--- src/core/bcdp_pkg.sv ---
// Package with constants and types for the BCD point-table positioning sequencer.
package bcdp_pkg;

  // ---------------------------------------------------------------------------
  // Timing
  // ---------------------------------------------------------------------------
  localparam int CLK_PERIOD_NS   = 4;
  localparam int FILTER_UNIT_NS  = 1000;
  localparam int FILTER_UNIT_CYC = (FILTER_UNIT_NS + CLK_PERIOD_NS - 1) / CLK_PERIOD_NS;
  localparam int FILTER_CNT_W    = 16;

  // ---------------------------------------------------------------------------
  // Setting fields of bcd_function_config
  // ---------------------------------------------------------------------------
  localparam int       OP_DIGIT_LSB     = 0;
  localparam int       SIGN_DIGIT_LSB   = 8;
  localparam int       STROBE_DIGIT_LSB = 12;
  localparam bit [3:0] OP_SYSTEM_BCD    = 4'h2;
  localparam bit [3:0] STROBE_USED      = 4'h0;
  localparam bit [3:0] SIGN_UNSIGNED    = 4'h0;
  localparam bit [3:0] SIGN_SIGNED      = 4'h1;

  // Command system and direction encodings.
  localparam bit CMD_ABSOLUTE = 1'b0;
  localparam bit CMD_INCREMENTAL = 1'b1;
  localparam bit DIR_NORMAL = 1'b0;

  // ---------------------------------------------------------------------------
  // Filtered input bit positions
  // ---------------------------------------------------------------------------
  localparam int IN_FWD    = 0;
  localparam int IN_REV    = 1;
  localparam int IN_SPEED  = 2;
  localparam int IN_PAUSE  = 6;
  localparam int IN_STROBE = 7;
  localparam int IN_SIGN   = 8;
  localparam int IN_DIGITS = 9;
  localparam int IN_COUNT  = 21;

  // ---------------------------------------------------------------------------
  // Reset profile and refused profile number
  // ---------------------------------------------------------------------------
  localparam bit [3:0] RST_PROFILE = 4'h0;
  localparam int       NO_PROFILE  = 0;

  typedef enum logic [1:0] {
    ST_IDLE   = 2'b00,
    ST_MOVING = 2'b01,
    ST_PAUSED = 2'b10
  } bcdp_state_t;

endpackage : bcdp_pkg

--- src/core/bcdp_input_filter.sv ---
// Input filter: passes a new level only after it has stood for the set time.
`timescale 1ns/1ps
module bcdp_input_filter #(
  parameter int CNT_W = 16
) (
  input  wire logic             core_clk,
  input  wire logic             rstn,
  input  wire logic             rawIn,
  input  wire logic [CNT_W-1:0] filterCycles,
  output logic                  filtered
);

  logic [CNT_W-1:0] count;

  // ---------------------------------------------------------------------------
  // Stability counter
  // ---------------------------------------------------------------------------
  // A level differing from the output must hold filterCycles+1 edges.
  always_ff @(posedge core_clk or negedge rstn) begin
    if (!rstn) begin
      count    <= '0;
      filtered <= 1'b0;
    end else if (rawIn == filtered) begin
      count <= '0;
    end else if (count >= filterCycles) begin
      count    <= '0;
      filtered <= rawIn;
    end else begin
      count <= count + 1'b1;
    end
  end

endmodule : bcdp_input_filter

--- src/core/bcdp_sequencer.sv ---
// Automatic positioning sequencer: BCD position entry, profile select, start and pause.
//
// Contract
// - Forward start moves the given distance with the selected profile.
// - In incremental commanding, reverse start moves in the reverse direction.
// - Four speed select lines, highest first, form profile number 1 to 15.
// - In absolute commanding, reverse start is ignored.
// - Every external input is filtered for the set time before use; autoMode, homeJogActive and moveDone are used unfiltered.
// - Pause during automatic operation decelerates with the running profile.
// - Pause again while paused resumes and completes remaining distance.
// - Start inputs are ignored while a temporary stop is in effect.
// - Leaving automatic mode during a temporary stop discards remaining distance.
// - Pause is ignored during home return and jog motion.
// - Profile at the moment of start supplies acceleration and deceleration.
// - Position value arrives as three BCD digits transferred twice.
// - Operation digit must be 2 to enable BCD input.
// - Strobe digit 0 selects strobe use; controller drives the strobe.
// - Sign digit 0 gives unsigned six digits, 1 gives signed.
// - Command system 0 is absolute, 1 is incremental.
// - Direction 0: forward CCW, reverse CW; 1 swaps both.
`timescale 1ns/1ps
module bcdp_sequencer #(
  parameter int DIST_W = 21
) (
  input  wire logic              core_clk,
  input  wire logic              rstn,
  input  wire logic              forwardStart,
  input  wire logic              reverseStart,
  input  wire logic [3:0]        speedSelect,
  input  wire logic              pauseResume,
  input  wire logic              dataStrobe,
  input  wire logic              bcdSign,
  input  wire logic [11:0]       bcdDigits,
  input  wire logic              autoMode,
  input  wire logic              homeJogActive,
  input  wire logic              moveDone,
  input  wire logic [15:0]       bcdFunctionConfig,
  input  wire logic              commandSystemSetting,
  input  wire logic              directionSetting,
  input  wire logic [3:0]        inputFilterParam,
  output logic                   moveStart,
  output logic                   moveResume,
  output logic                   moveHold,
  output logic                   moveDiscard,
  output logic                   moveDirCw,
  output logic                   moveIncremental,
  output logic signed [DIST_W-1:0] moveDistance,
  output logic [3:0]             moveProfile,
  output logic                   busy,
  output logic                   positionValid
);

  // ---------------------------------------------------------------------------
  // Input filtering
  // ---------------------------------------------------------------------------
  logic [bcdp_pkg::IN_COUNT-1:0]     rawIn;
  logic [bcdp_pkg::IN_COUNT-1:0]     filt;
  logic [bcdp_pkg::IN_COUNT-1:0]     filtQ;
  logic [bcdp_pkg::FILTER_CNT_W-1:0] filterCycles;

  assign rawIn = {bcdDigits, bcdSign, dataStrobe, pauseResume, speedSelect,
                  reverseStart, forwardStart};
  assign filterCycles = bcdp_pkg::FILTER_CNT_W'(inputFilterParam *
                                                bcdp_pkg::FILTER_UNIT_CYC);

  genvar gi;
  generate
    for (gi = 0; gi < bcdp_pkg::IN_COUNT; gi++) begin : g_filt
      bcdp_input_filter #(
        .CNT_W (bcdp_pkg::FILTER_CNT_W)
      ) u_filt (
        .core_clk     (core_clk),
        .rstn         (rstn),
        .rawIn        (rawIn[gi]),
        .filterCycles (filterCycles),
        .filtered     (filt[gi])
      );
    end
  endgenerate

  always_ff @(posedge core_clk or negedge rstn) begin
    if (!rstn) begin
      filtQ <= '0;
    end else begin
      filtQ <= filt;
    end
  end

  logic       fwdRise;
  logic       revRise;
  logic       pauseRise;
  logic       strobeRise;
  logic [3:0] profileSel;

  assign fwdRise    = filt[bcdp_pkg::IN_FWD] & ~filtQ[bcdp_pkg::IN_FWD];
  assign revRise    = filt[bcdp_pkg::IN_REV] & ~filtQ[bcdp_pkg::IN_REV];
  assign pauseRise  = filt[bcdp_pkg::IN_PAUSE] & ~filtQ[bcdp_pkg::IN_PAUSE];
  assign strobeRise = filt[bcdp_pkg::IN_STROBE] & ~filtQ[bcdp_pkg::IN_STROBE];
  assign profileSel = filt[bcdp_pkg::IN_SPEED +: 4];

  // ---------------------------------------------------------------------------
  // Settings decode
  // ---------------------------------------------------------------------------
  logic bcdEnabled;
  logic signedData;
  logic incremental;

  assign bcdEnabled =
    (bcdFunctionConfig[bcdp_pkg::OP_DIGIT_LSB +: 4] == bcdp_pkg::OP_SYSTEM_BCD) &&
    (bcdFunctionConfig[bcdp_pkg::STROBE_DIGIT_LSB +: 4] == bcdp_pkg::STROBE_USED);
  assign signedData =
    (bcdFunctionConfig[bcdp_pkg::SIGN_DIGIT_LSB +: 4] != bcdp_pkg::SIGN_UNSIGNED);
  assign incremental = (commandSystemSetting == bcdp_pkg::CMD_INCREMENTAL);

  // ---------------------------------------------------------------------------
  // BCD position capture
  // ---------------------------------------------------------------------------
  // Converts three BCD digits to binary.
  function automatic logic [9:0] bcd3(input logic [11:0] d);
    logic [9:0] v;
    v = 10'(d[11:8]) * 10'd100 + 10'(d[7:4]) * 10'd10 + 10'(d[3:0]);
    return v;
  endfunction : bcd3

  logic                     secondHalf;
  logic [9:0]               highPart;
  logic                     highSign;
  logic [19:0]              magnitude;
  logic signed [DIST_W-1:0] posValue;

  assign magnitude = 20'(highPart) * 20'd1000 +
                     20'(bcd3(filt[bcdp_pkg::IN_DIGITS +: 12]));

  // First strobe carries the upper digits and sign, the second the lower.
  always_ff @(posedge core_clk or negedge rstn) begin
    if (!rstn) begin
      secondHalf    <= 1'b0;
      highPart      <= '0;
      highSign      <= 1'b0;
      posValue      <= '0;
      positionValid <= 1'b0;
    end else if (!bcdEnabled) begin
      secondHalf    <= 1'b0;
      positionValid <= 1'b0;
    end else if (strobeRise) begin
      if (!secondHalf) begin
        highPart      <= bcd3(filt[bcdp_pkg::IN_DIGITS +: 12]);
        highSign      <= filt[bcdp_pkg::IN_SIGN];
        secondHalf    <= 1'b1;
        positionValid <= 1'b0;
      end else begin
        secondHalf    <= 1'b0;
        positionValid <= 1'b1;
        if (signedData && highSign) begin
          posValue <= -$signed(DIST_W'(magnitude));
        end else begin
          posValue <= $signed(DIST_W'(magnitude));
        end
      end
    end
  end

  // ---------------------------------------------------------------------------
  // Sequencing state machine
  // ---------------------------------------------------------------------------
  bcdp_pkg::bcdp_state_t state;
  logic                  startOk;
  logic                  fwdGo;
  logic                  revGo;
  logic                  pauseOk;

  assign startOk = bcdEnabled && positionValid && autoMode && !homeJogActive &&
                   (profileSel != 4'(bcdp_pkg::NO_PROFILE));
  assign fwdGo   = startOk && fwdRise;
  assign revGo   = startOk && revRise && !fwdRise && incremental;
  assign pauseOk = pauseRise && autoMode && !homeJogActive;

  always_ff @(posedge core_clk or negedge rstn) begin
    if (!rstn) begin
      state <= bcdp_pkg::ST_IDLE;
    end else begin
      unique case (state)
        bcdp_pkg::ST_IDLE: begin
          if (fwdGo || revGo) begin
            state <= bcdp_pkg::ST_MOVING;
          end
        end
        bcdp_pkg::ST_MOVING: begin
          if (moveDone) begin
            state <= bcdp_pkg::ST_IDLE;
          end else if (pauseOk) begin
            state <= bcdp_pkg::ST_PAUSED;
          end
        end
        bcdp_pkg::ST_PAUSED: begin
          if (!autoMode) begin
            state <= bcdp_pkg::ST_IDLE;
          end else if (pauseOk) begin
            state <= bcdp_pkg::ST_MOVING;
          end
        end
        default: begin
          state <= bcdp_pkg::ST_IDLE;
        end
      endcase
    end
  end

  // ---------------------------------------------------------------------------
  // Command outputs
  // ---------------------------------------------------------------------------
  logic inIdle;
  logic inMoving;
  logic inPaused;

  assign inIdle   = (state == bcdp_pkg::ST_IDLE);
  assign inMoving = (state == bcdp_pkg::ST_MOVING);
  assign inPaused = (state == bcdp_pkg::ST_PAUSED);

  // Starts are only taken from idle, so a paused move never restarts.
  always_ff @(posedge core_clk or negedge rstn) begin
    if (!rstn) begin
      moveStart       <= 1'b0;
      moveDirCw       <= 1'b0;
      moveIncremental <= 1'b0;
      moveDistance    <= '0;
      moveProfile     <= bcdp_pkg::RST_PROFILE;
    end else begin
      moveStart <= inIdle && (fwdGo || revGo);
      if (inIdle && (fwdGo || revGo)) begin
        moveProfile     <= profileSel;
        moveDistance    <= posValue;
        moveIncremental <= incremental;
        moveDirCw       <= fwdGo ? (directionSetting != bcdp_pkg::DIR_NORMAL)
                                 : (directionSetting == bcdp_pkg::DIR_NORMAL);
      end
    end
  end

  always_ff @(posedge core_clk or negedge rstn) begin
    if (!rstn) begin
      moveHold    <= 1'b0;
      moveResume  <= 1'b0;
      moveDiscard <= 1'b0;
      busy        <= 1'b0;
    end else begin
      moveResume  <= inPaused && autoMode && pauseOk;
      moveDiscard <= inPaused && !autoMode;
      busy        <= (inIdle && (fwdGo || revGo)) ||
                     (inMoving && !moveDone) || (inPaused && autoMode);
      if (inMoving && !moveDone && pauseOk) begin
        moveHold <= 1'b1;
      end else if (inPaused && (!autoMode || pauseOk)) begin
        moveHold <= 1'b0;
      end
    end
  end

  // ---------------------------------------------------------------------------
  // Assertions
  // ---------------------------------------------------------------------------
  property p_fwdStart;
    @(posedge core_clk) disable iff (!rstn)
    inIdle && fwdGo |=> moveStart && inMoving && busy;
  endproperty
  a_fwdStart: assert property (p_fwdStart) else $error("forward start not taken");

  property p_revInc;
    @(posedge core_clk) disable iff (!rstn)
    inIdle && revGo |=> moveStart && (moveDirCw == ($past(directionSetting) == 1'b0));
  endproperty
  a_revInc: assert property (p_revInc) else $error("reverse start direction wrong");

  property p_profile;
    @(posedge core_clk) disable iff (!rstn)
    inIdle && (fwdGo || revGo) |=> moveProfile == $past(filt[bcdp_pkg::IN_SPEED +: 4])
                                   && moveProfile != 4'h0;
  endproperty
  a_profile: assert property (p_profile) else $error("profile not captured");

  property p_absRev;
    @(posedge core_clk) disable iff (!rstn)
    inIdle && revRise && !fwdRise && !incremental |=>
      !moveStart ##1 (!moveStart || $past(fwdGo || revGo));
  endproperty
  a_absRev: assert property (p_absRev) else $error("reverse start acted in absolute");

  property p_pause;
    @(posedge core_clk) disable iff (!rstn)
    inMoving && !moveDone && pauseOk |=> moveHold && inPaused && !moveStart;
  endproperty
  a_pause: assert property (p_pause) else $error("pause not applied");

  property p_resume;
    @(posedge core_clk) disable iff (!rstn)
    inPaused && autoMode && pauseOk |=> moveResume && !moveHold ##1 !moveResume;
  endproperty
  a_resume: assert property (p_resume) else $error("resume not issued");

  property p_ignoreStart;
    @(posedge core_clk) disable iff (!rstn)
    inPaused && autoMode && !pauseOk |=> inPaused && !moveStart;
  endproperty
  a_ignoreStart: assert property (p_ignoreStart) else $error("start while paused");

  property p_discard;
    @(posedge core_clk) disable iff (!rstn)
    inPaused && !autoMode |=> moveDiscard && inIdle && !busy;
  endproperty
  a_discard: assert property (p_discard) else $error("remaining distance kept");

  property p_homeJog;
    @(posedge core_clk) disable iff (!rstn)
    homeJogActive && inMoving |=> !inPaused && !moveResume;
  endproperty
  a_homeJog: assert property (p_homeJog) else $error("pause acted in home or jog");

  property p_dirFwd;
    @(posedge core_clk) disable iff (!rstn)
    inIdle && fwdGo |=> moveDirCw == $past(directionSetting);
  endproperty
  a_dirFwd: assert property (p_dirFwd) else $error("forward direction wrong");

  property p_noRetrigger;
    @(posedge core_clk) disable iff (!rstn)
    moveStart |-> !$past(moveStart);
  endproperty
  a_noRetrigger: assert property (p_noRetrigger) else $error("start repeated");

  property p_disabled;
    @(posedge core_clk) disable iff (!rstn)
    !bcdEnabled |=> !positionValid;
  endproperty
  a_disabled: assert property (p_disabled) else $error("BCD valid while disabled");

  c_start: cover property (@(posedge core_clk) disable iff (!rstn) moveStart);
  c_pause: cover property (@(posedge core_clk) disable iff (!rstn) $rose(moveHold));
  c_resume: cover property (@(posedge core_clk) disable iff (!rstn) moveResume);
  c_discard: cover property (@(posedge core_clk) disable iff (!rstn) moveDiscard);

endmodule : bcdp_sequencer

--- config.mk ---
export PLATFORM = sky130hd
export DESIGN_NAME = bcdp_sequencer
export DESIGN_NICKNAME = d
export VERILOG_FILES = /design/src/core/bcdp_pkg.sv /design/src/core/bcdp_input_filter.sv /design/src/core/bcdp_sequencer.sv
export SDC_FILE = /design/constraint.sdc
export NUM_CORES = 1
export LEC_CHECK = 0
export ABC_CLOCK_PERIOD_IN_PS = 15200
export BUFFER_PORTS_ARGS = -buffer_cell sky130_fd_sc_hd__buf_2
export CAP_MARGIN = 20
export CORE_MARGIN = 8
export CORE_UTILIZATION = 50
export CTS_CLUSTER_DIAMETER = 40
export DETAILED_ROUTE_END_ITERATION = 12
export PLACE_DENSITY = 0.66
export SLEW_MARGIN = 25
export SYNTH_ARGS = -nofsm -noshare
export SYNTH_HDL_FRONTEND = slang
export SYNTH_SLANG_ARGS = --single-unit
--- constraint.sdc ---
create_clock -name core_clk -period 15.2 [get_ports core_clk]
set_input_delay 2.28 -clock core_clk [delete_from_list [all_inputs] [get_ports core_clk]]
set_output_delay 2.28 -clock core_clk [all_outputs]
set_load 0.01 [all_outputs]
Word-level counts from Yosys, hierarchy flattened. Cells that the tools add are included.

Register bits after elaboration: 433. Input bits: 48. Output and inout bits: 33. Word-level logic and storage cells: 281.

Add/subtract/negate cells: 25. $mul: 4. Order comparisons: 21. Equal/unequal tests: 28. Multiplexer cells: 58. Bitwise logic cells: 31. Reduce and logical (&&, ||, !) cells: 56.

Operators by type and width (number): $mux W16 (42); $add A16 B1 Y16 const B (21); $ge A16 B12 Y1 (21); $reduce_and A2 Y1 (21); $not A1 Y1 (27); $eq A1 B1 Y1 (21); $mux W21 (1); $neg A20 Y21 (1); $add A20 B10 Y20 (1); $logic_and A1 B1 Y1 (19); $mul A10 B7 Y17 const B (1); $mul A4 B7 Y11 const B (1); $add A10 B4 Y10 (1); $add A10 B8 Y10 (1); $mux W2 (5); $mux W1 (9); $reduce_and A3 Y1 (3); $mul A4 B5 Y8 const B (1); $reduce_bool A4 Y1 (2); $mul A4 B3 Y7 const B (1); $ne A3 B3 Y1 const B (2); $pmux W2 S3 (1); $and A1 B1 Y1 (4); $eq A4 B2 Y1 const B (1); other kinds (9) (15).

Logic depth before layout (Yosys ltp).
Depth after elaboration: 13. Gate-level depth with buffers: 24. Gate-level depth less buffers: 23.

Modules after synthesis. From an unflattened synthesis, not the netlist that was laid out.

Cells, all modules: 3471. Area total of the unflattened synthesis: 31450.2 µm².

By module, submodules not included: bcdp_input_filter (instances 21, cells an instance 131, area each 1181.1 µm², seq. area each 425.4 µm²); bcdp_sequencer (instances 1, cells an instance 720, area each 6646.4 µm², seq. area each 1801.7 µm²).

Worst setup path after synthesis. Ideal clock, no wire load.

Kind: input to register. From: in inputFilterParam[1]. To: reg g_filt[16].u_filt.filtered. Setup time: 0.124 ns. Data arrival time: 6.531 ns. Required time: 15.076 ns. Path slack: 8.545 ns. Stages: 15. Path buffers: 0. Cell sequence: fa_1 -> inv_1 -> fa_1 -> inv_1 -> ha_1 -> a21oi_1 -> o21bai_1 -> a21oi_1 -> o21ai_0 -> a21oi_1 -> xor2_1 -> ha_1 -> and2_1 -> a221o_1 -> a211o_1.

Word-level cells in the longest chain between the ends: 3.

Ends and longest elaborated chain: start, declared (line bcdp_sequencer.sv:40) `input wire logic [3:0] inputFilterParam,`; $mul A4 B7 Y11 (line bcdp_sequencer.sv:63) `assign filterCycles = bcdp_pkg::FILTER_CNT_W'(inputFilterParam *`; $ge A16 B12 Y1 (line bcdp_input_filter.sv:25) `end else if (count >= filterCycles) begin`; $reduce_and A2 Y1 (no line); end signal, assigned (line bcdp_input_filter.sv:27) `filtered <= rawIn;`; end, declared (line bcdp_input_filter.sv:10) `output logic filtered`.

Every way passes these cells. A chain may end at the register's enable or synchronous reset.

Worst setup path after layout.
From: in inputFilterParam[1]. To: reg g_filt[17].u_filt.filtered.

Word-level cells in the longest chain between the ends: 3.

Ends and longest elaborated chain (line): $mul A4 B7 Y11 (bcdp_sequencer.sv:63); $ge A16 B12 Y1 (bcdp_input_filter.sv:25); $reduce_and A2 Y1 (no line); end signal, assigned (bcdp_input_filter.sv:27); end, declared (bcdp_input_filter.sv:10).

Every way passes these cells.

==> summary.md <==
| Metric | Value |
|---|---|
| Seq cells post-synth | 429 |
| Clock Tree Buf Depth | 3 |
| Static Leak | 14.7 nW |
| Logic pwr share | 0.277 |
| Startpoint types | input pin |
| Int Pwr | 2.58 mW |
| Cell variety after synth | 74 |
| Routed length per placed instance | 17.3 um |
| Final setup TNS | 0 ns |
| CTS clk-pin slew, worst paths | 0.06 ns |
| Top post-synthesis cells by area | dfrtp_1, ha_1, nor4_1 |
| Core area | 53900 um^2 |
| Cts repair resizes | 0 |
| Ys Warns | 0 |
| Outcome | finished clean |
| Final period util | 0.449 |
| DP HPWL | 41500 um |
| FF-to-FF path depth | 18 |
| Final worst setup slack | 8.37 ns |
| Min-delay src | posValue[7]$_DFFE_PN0P_ |
| Die Wd | 250 um |
| Reg2reg setup slack | 9.56 ns |
| Max FO, Critical Path | 21 |
| Final clock skew | 0.0181 ns |
| WHS Endpoint | moveDistance[7]$_DFFE_PN0P_ |
| Setup CP Type | input pin to flip-flop |
| Final Hold Fails | 0 |
| I/O pin total | 81 |
| Remaining antenna violation count | 0 |
| Setup Viol. Count Final | 0 |
| Cell taking the most area after synthesis | dfrtp_1 |
| I/O Buffers | 76 |
| CTS Hold Buffers Added | 0 |
| Peak VDD IR | 0.0000867 V |
| # DRC | 0 |
| Initial antenna violation count | 3 |
| Fin crit period | 6.83 ns |
| Layout Nets | 3276 |
| Clock share of power | 0.416 |
| Final wirelength | 62400 um |
| Worst-Skew Late Latency | 0.59 ns |
| Syn_area_per_cell | 10.1 um^2 |
| Synth Instances | 2701 |
| GRT Util Overall | 0.199 |
| Initial DRC Count | 1141 |
| Die H | 250 um |
| DP Worst Slack | 7.75 ns |
| Cell Area, Synth | 27300 um^2 |
| Gr ovfl total | 0 |
| Worst-Margin Slew | 1.06 ns |
| Required time of the critical path | 15.66 ns |
| Via count | 20611 |
| FFs w/ async S/R, synth | 1.00 |
| Sw frac | 0.331 |
| Root buffer cell | clkbuf_16 |
| RR Endpoint | posValue[18]$_DFFE_PN0P_ |
| Reg power frac | 0.307 |
| Largest net degree at the start of global routing | 171 |
| RSZ-0062 raised after global routing | no |
| Slew headroom | 0.291 |
| Cell row count | 85 |
| CTS buffer count | 70 |
| Drt first pass iters | 5 |
| RD Place Congestion | 0.810 |
| CP endpoint kind | flip-flop |
| HP Class | flip-flop to flip-flop |
| Die area | 62400 um^2 |
| CP arrival | 7.28 ns |
| Hold Crit Depth | 2 |
| Most frequent cell after synthesis | dfrtp_1 |
| Share of cells above drive strength 1 | 0.0910 |
| Setup Fix Bufs, Post-CTS | 0 |
| Post-synth top cells | dfrtp_1, ha_1, nor4_1 |
| Reg2reg start | highPart[0]$_DFFE_PN0P_ |
| Number of flops mapped to enable cells by yosys | 0 |
| Sequential share of the synthesized area | 0.393 |
| Net Sw Power | 1.28 mW |
| Synth-to-Final Area Change | 14.4% |
| First-pass GRT wire length | 104000 um |
| FMAX | 146 MHz |
| Max-Cap Viols | 0 |
| H-tree levels | 3 |
| Final slew viol count | 0 |
| Starting Density | 0.507 |
| Power Dens Cells | 123 nW/um^2 |
| Via density | 5.73 |
| Most used DFF post-synth | dfrtp_1 |
| Vias in the first global route | 20975 |
| Top-area cell type share of the netlist area | 0.393 |
| CTS Sinks | 429 |
| TritonCTS clock tree | yes |
flip-flops by register name, summed over array words and instances (netlist names):
name / cells
moveStart: 1
moveIncremental: 1
moveDirCw: 1
positionValid: 1
highPart: 10
moveDistance: 21
g_filt.u_filt.filtered: 21
moveProfile: 4
g_filt.u_filt.count: 336
moveResume: 1
highSign: 1
filtQ: 4
secondHalf: 1
moveHold: 1
busy: 1
posValue: 21
moveDiscard: 1
state: 2
worst max-delay path by stage:
stage,from,to,cells after the start
after CTS,inputFilterParam[1],g_filt[17].u_filt.filtered$_DFFE_PN0P_,19
after global placement,inputFilterParam[1],g_filt[14].u_filt.filtered$_DFFE_PN0P_,19
after detailed placement,inputFilterParam[1],g_filt[11].u_filt.filtered$_DFFE_PN0P_,19
final,inputFilterParam[1],g_filt[17].u_filt.filtered$_DFFE_PN0P_,19
after global routing,inputFilterParam[1],g_filt[17].u_filt.filtered$_DFFE_PN0P_,19
after floorplan,inputFilterParam[1],g_filt[16].u_filt.filtered$_DFFE_PN0P_,15
area by class of cell:
type | count | area, um^2
inverter | 157 | 589
sequential | 429 | 10700
clock inverter | 37 | 444
antenna | 2 | 5.00
multi-input combinational | 2097 | 16200
clock buffer | 88 | 1930
fill | 4530 | 22600
tap | 696 | 871
timing repair buffer | 93 | 538
per-stage QoR:
stage	total power [mW]	instances	hold WS [ns]	area [um^2]	utilization
after floorplan	1.95	2763	0.393	27600	-
after global placement	2.23	3472	0.431	28700	0.533
after detailed placement	2.26	3472	0.424	28700	0.533
after CTS	3.90	3597	0.451	31100	0.577
after global routing	4.08	3599	0.484	31300	0.580
final	3.86	3599	0.463	31300	0.580
cell usage in the layout, fill, tap and decap left out, types with 8 or more instances in the layout:
cell type  instances
dfrtp_1          429
ha_1             337
nor4_1           285
nand2_1          239
xor2_1           185
inv_1            157
nand3_1          139
o21a_1           111
xnor2_1          101
nor2_1            83
buf_2             75
clkbuf_16         72
and3_1            71
conb_1            63
a21oi_1           53
a21boi_0          43
fa_1              43
o21ai_0           34
nor3_1            32
nand2b_1          28
a21o_1            27
and2_1            25
xnor2_2           23
o2111ai_1         21
or3_1             17
buf_4             14
o311ai_0          11
inv_6             11
nor3b_1           10
clkinv_2          10
clkbuf_1           9
mux2_2             8
cells by family (layout without fill, tap and decap cells):
family | count (synthesis) | count (layout) | synth area share
AND/OR/NAND/NOR | 965 | 965 | 0.187
multiplexers | 14 | 14 | 0.00549
XOR/XNOR | 313 | 313 | 0.101
flip-flops | 429 | 429 | 0.393
buffers and inverters | 237 | 375 | 0.0331
AO/OA/AOI/OAI | 362 | 362 | 0.0954
other | 1 | 65 | 0.000137
adder cells (fa/ha/maj) | 380 | 380 | 0.186
per-layer routing:
metal / part of all wire / up-vias / global-route usage
li1: - / 10010 / -
met1: 0.45 / 10116 / 0.256
met4: 0.031 / 0 / 0.0808
met2: 0.47 / 365 / 0.331
met3: 0.046 / 120 / 0.0361
met5: 0 / - / 0
power by group through the flow:
stage / Sequential, mW / Clock, mW / Combinational, mW
3_5_place_dp: 1.20 / 0 / 1.06
5_1_grt: 1.18 / 1.70 / 1.20
3_3_place_gp: 1.20 / 0 / 1.03
2_1_floorplan: 1.19 / 0 / 0.761
6_report: 1.18 / 1.61 / 1.07
4_1_cts: 1.18 / 1.65 / 1.07
critical path: stages:
cell	delay, ns
buf_2	0.14
fa_1	0.64
inv_1	0.09
fa_1	0.51
inv_1	0.04
ha_1	0.38
a21oi_1	0.29
o21bai_1	0.11
a21oi_1	0.28
o21ai_0	0.12
a21oi_1	0.36
xor2_4	0.16
buf_4	0.51
ha_1	0.26
nor2_1	0.04
nand2_1	0.39
nor3b_1	0.12
a221o_1	0.28
a211o_1	0.27
Power figures use the tool's default switching activity.
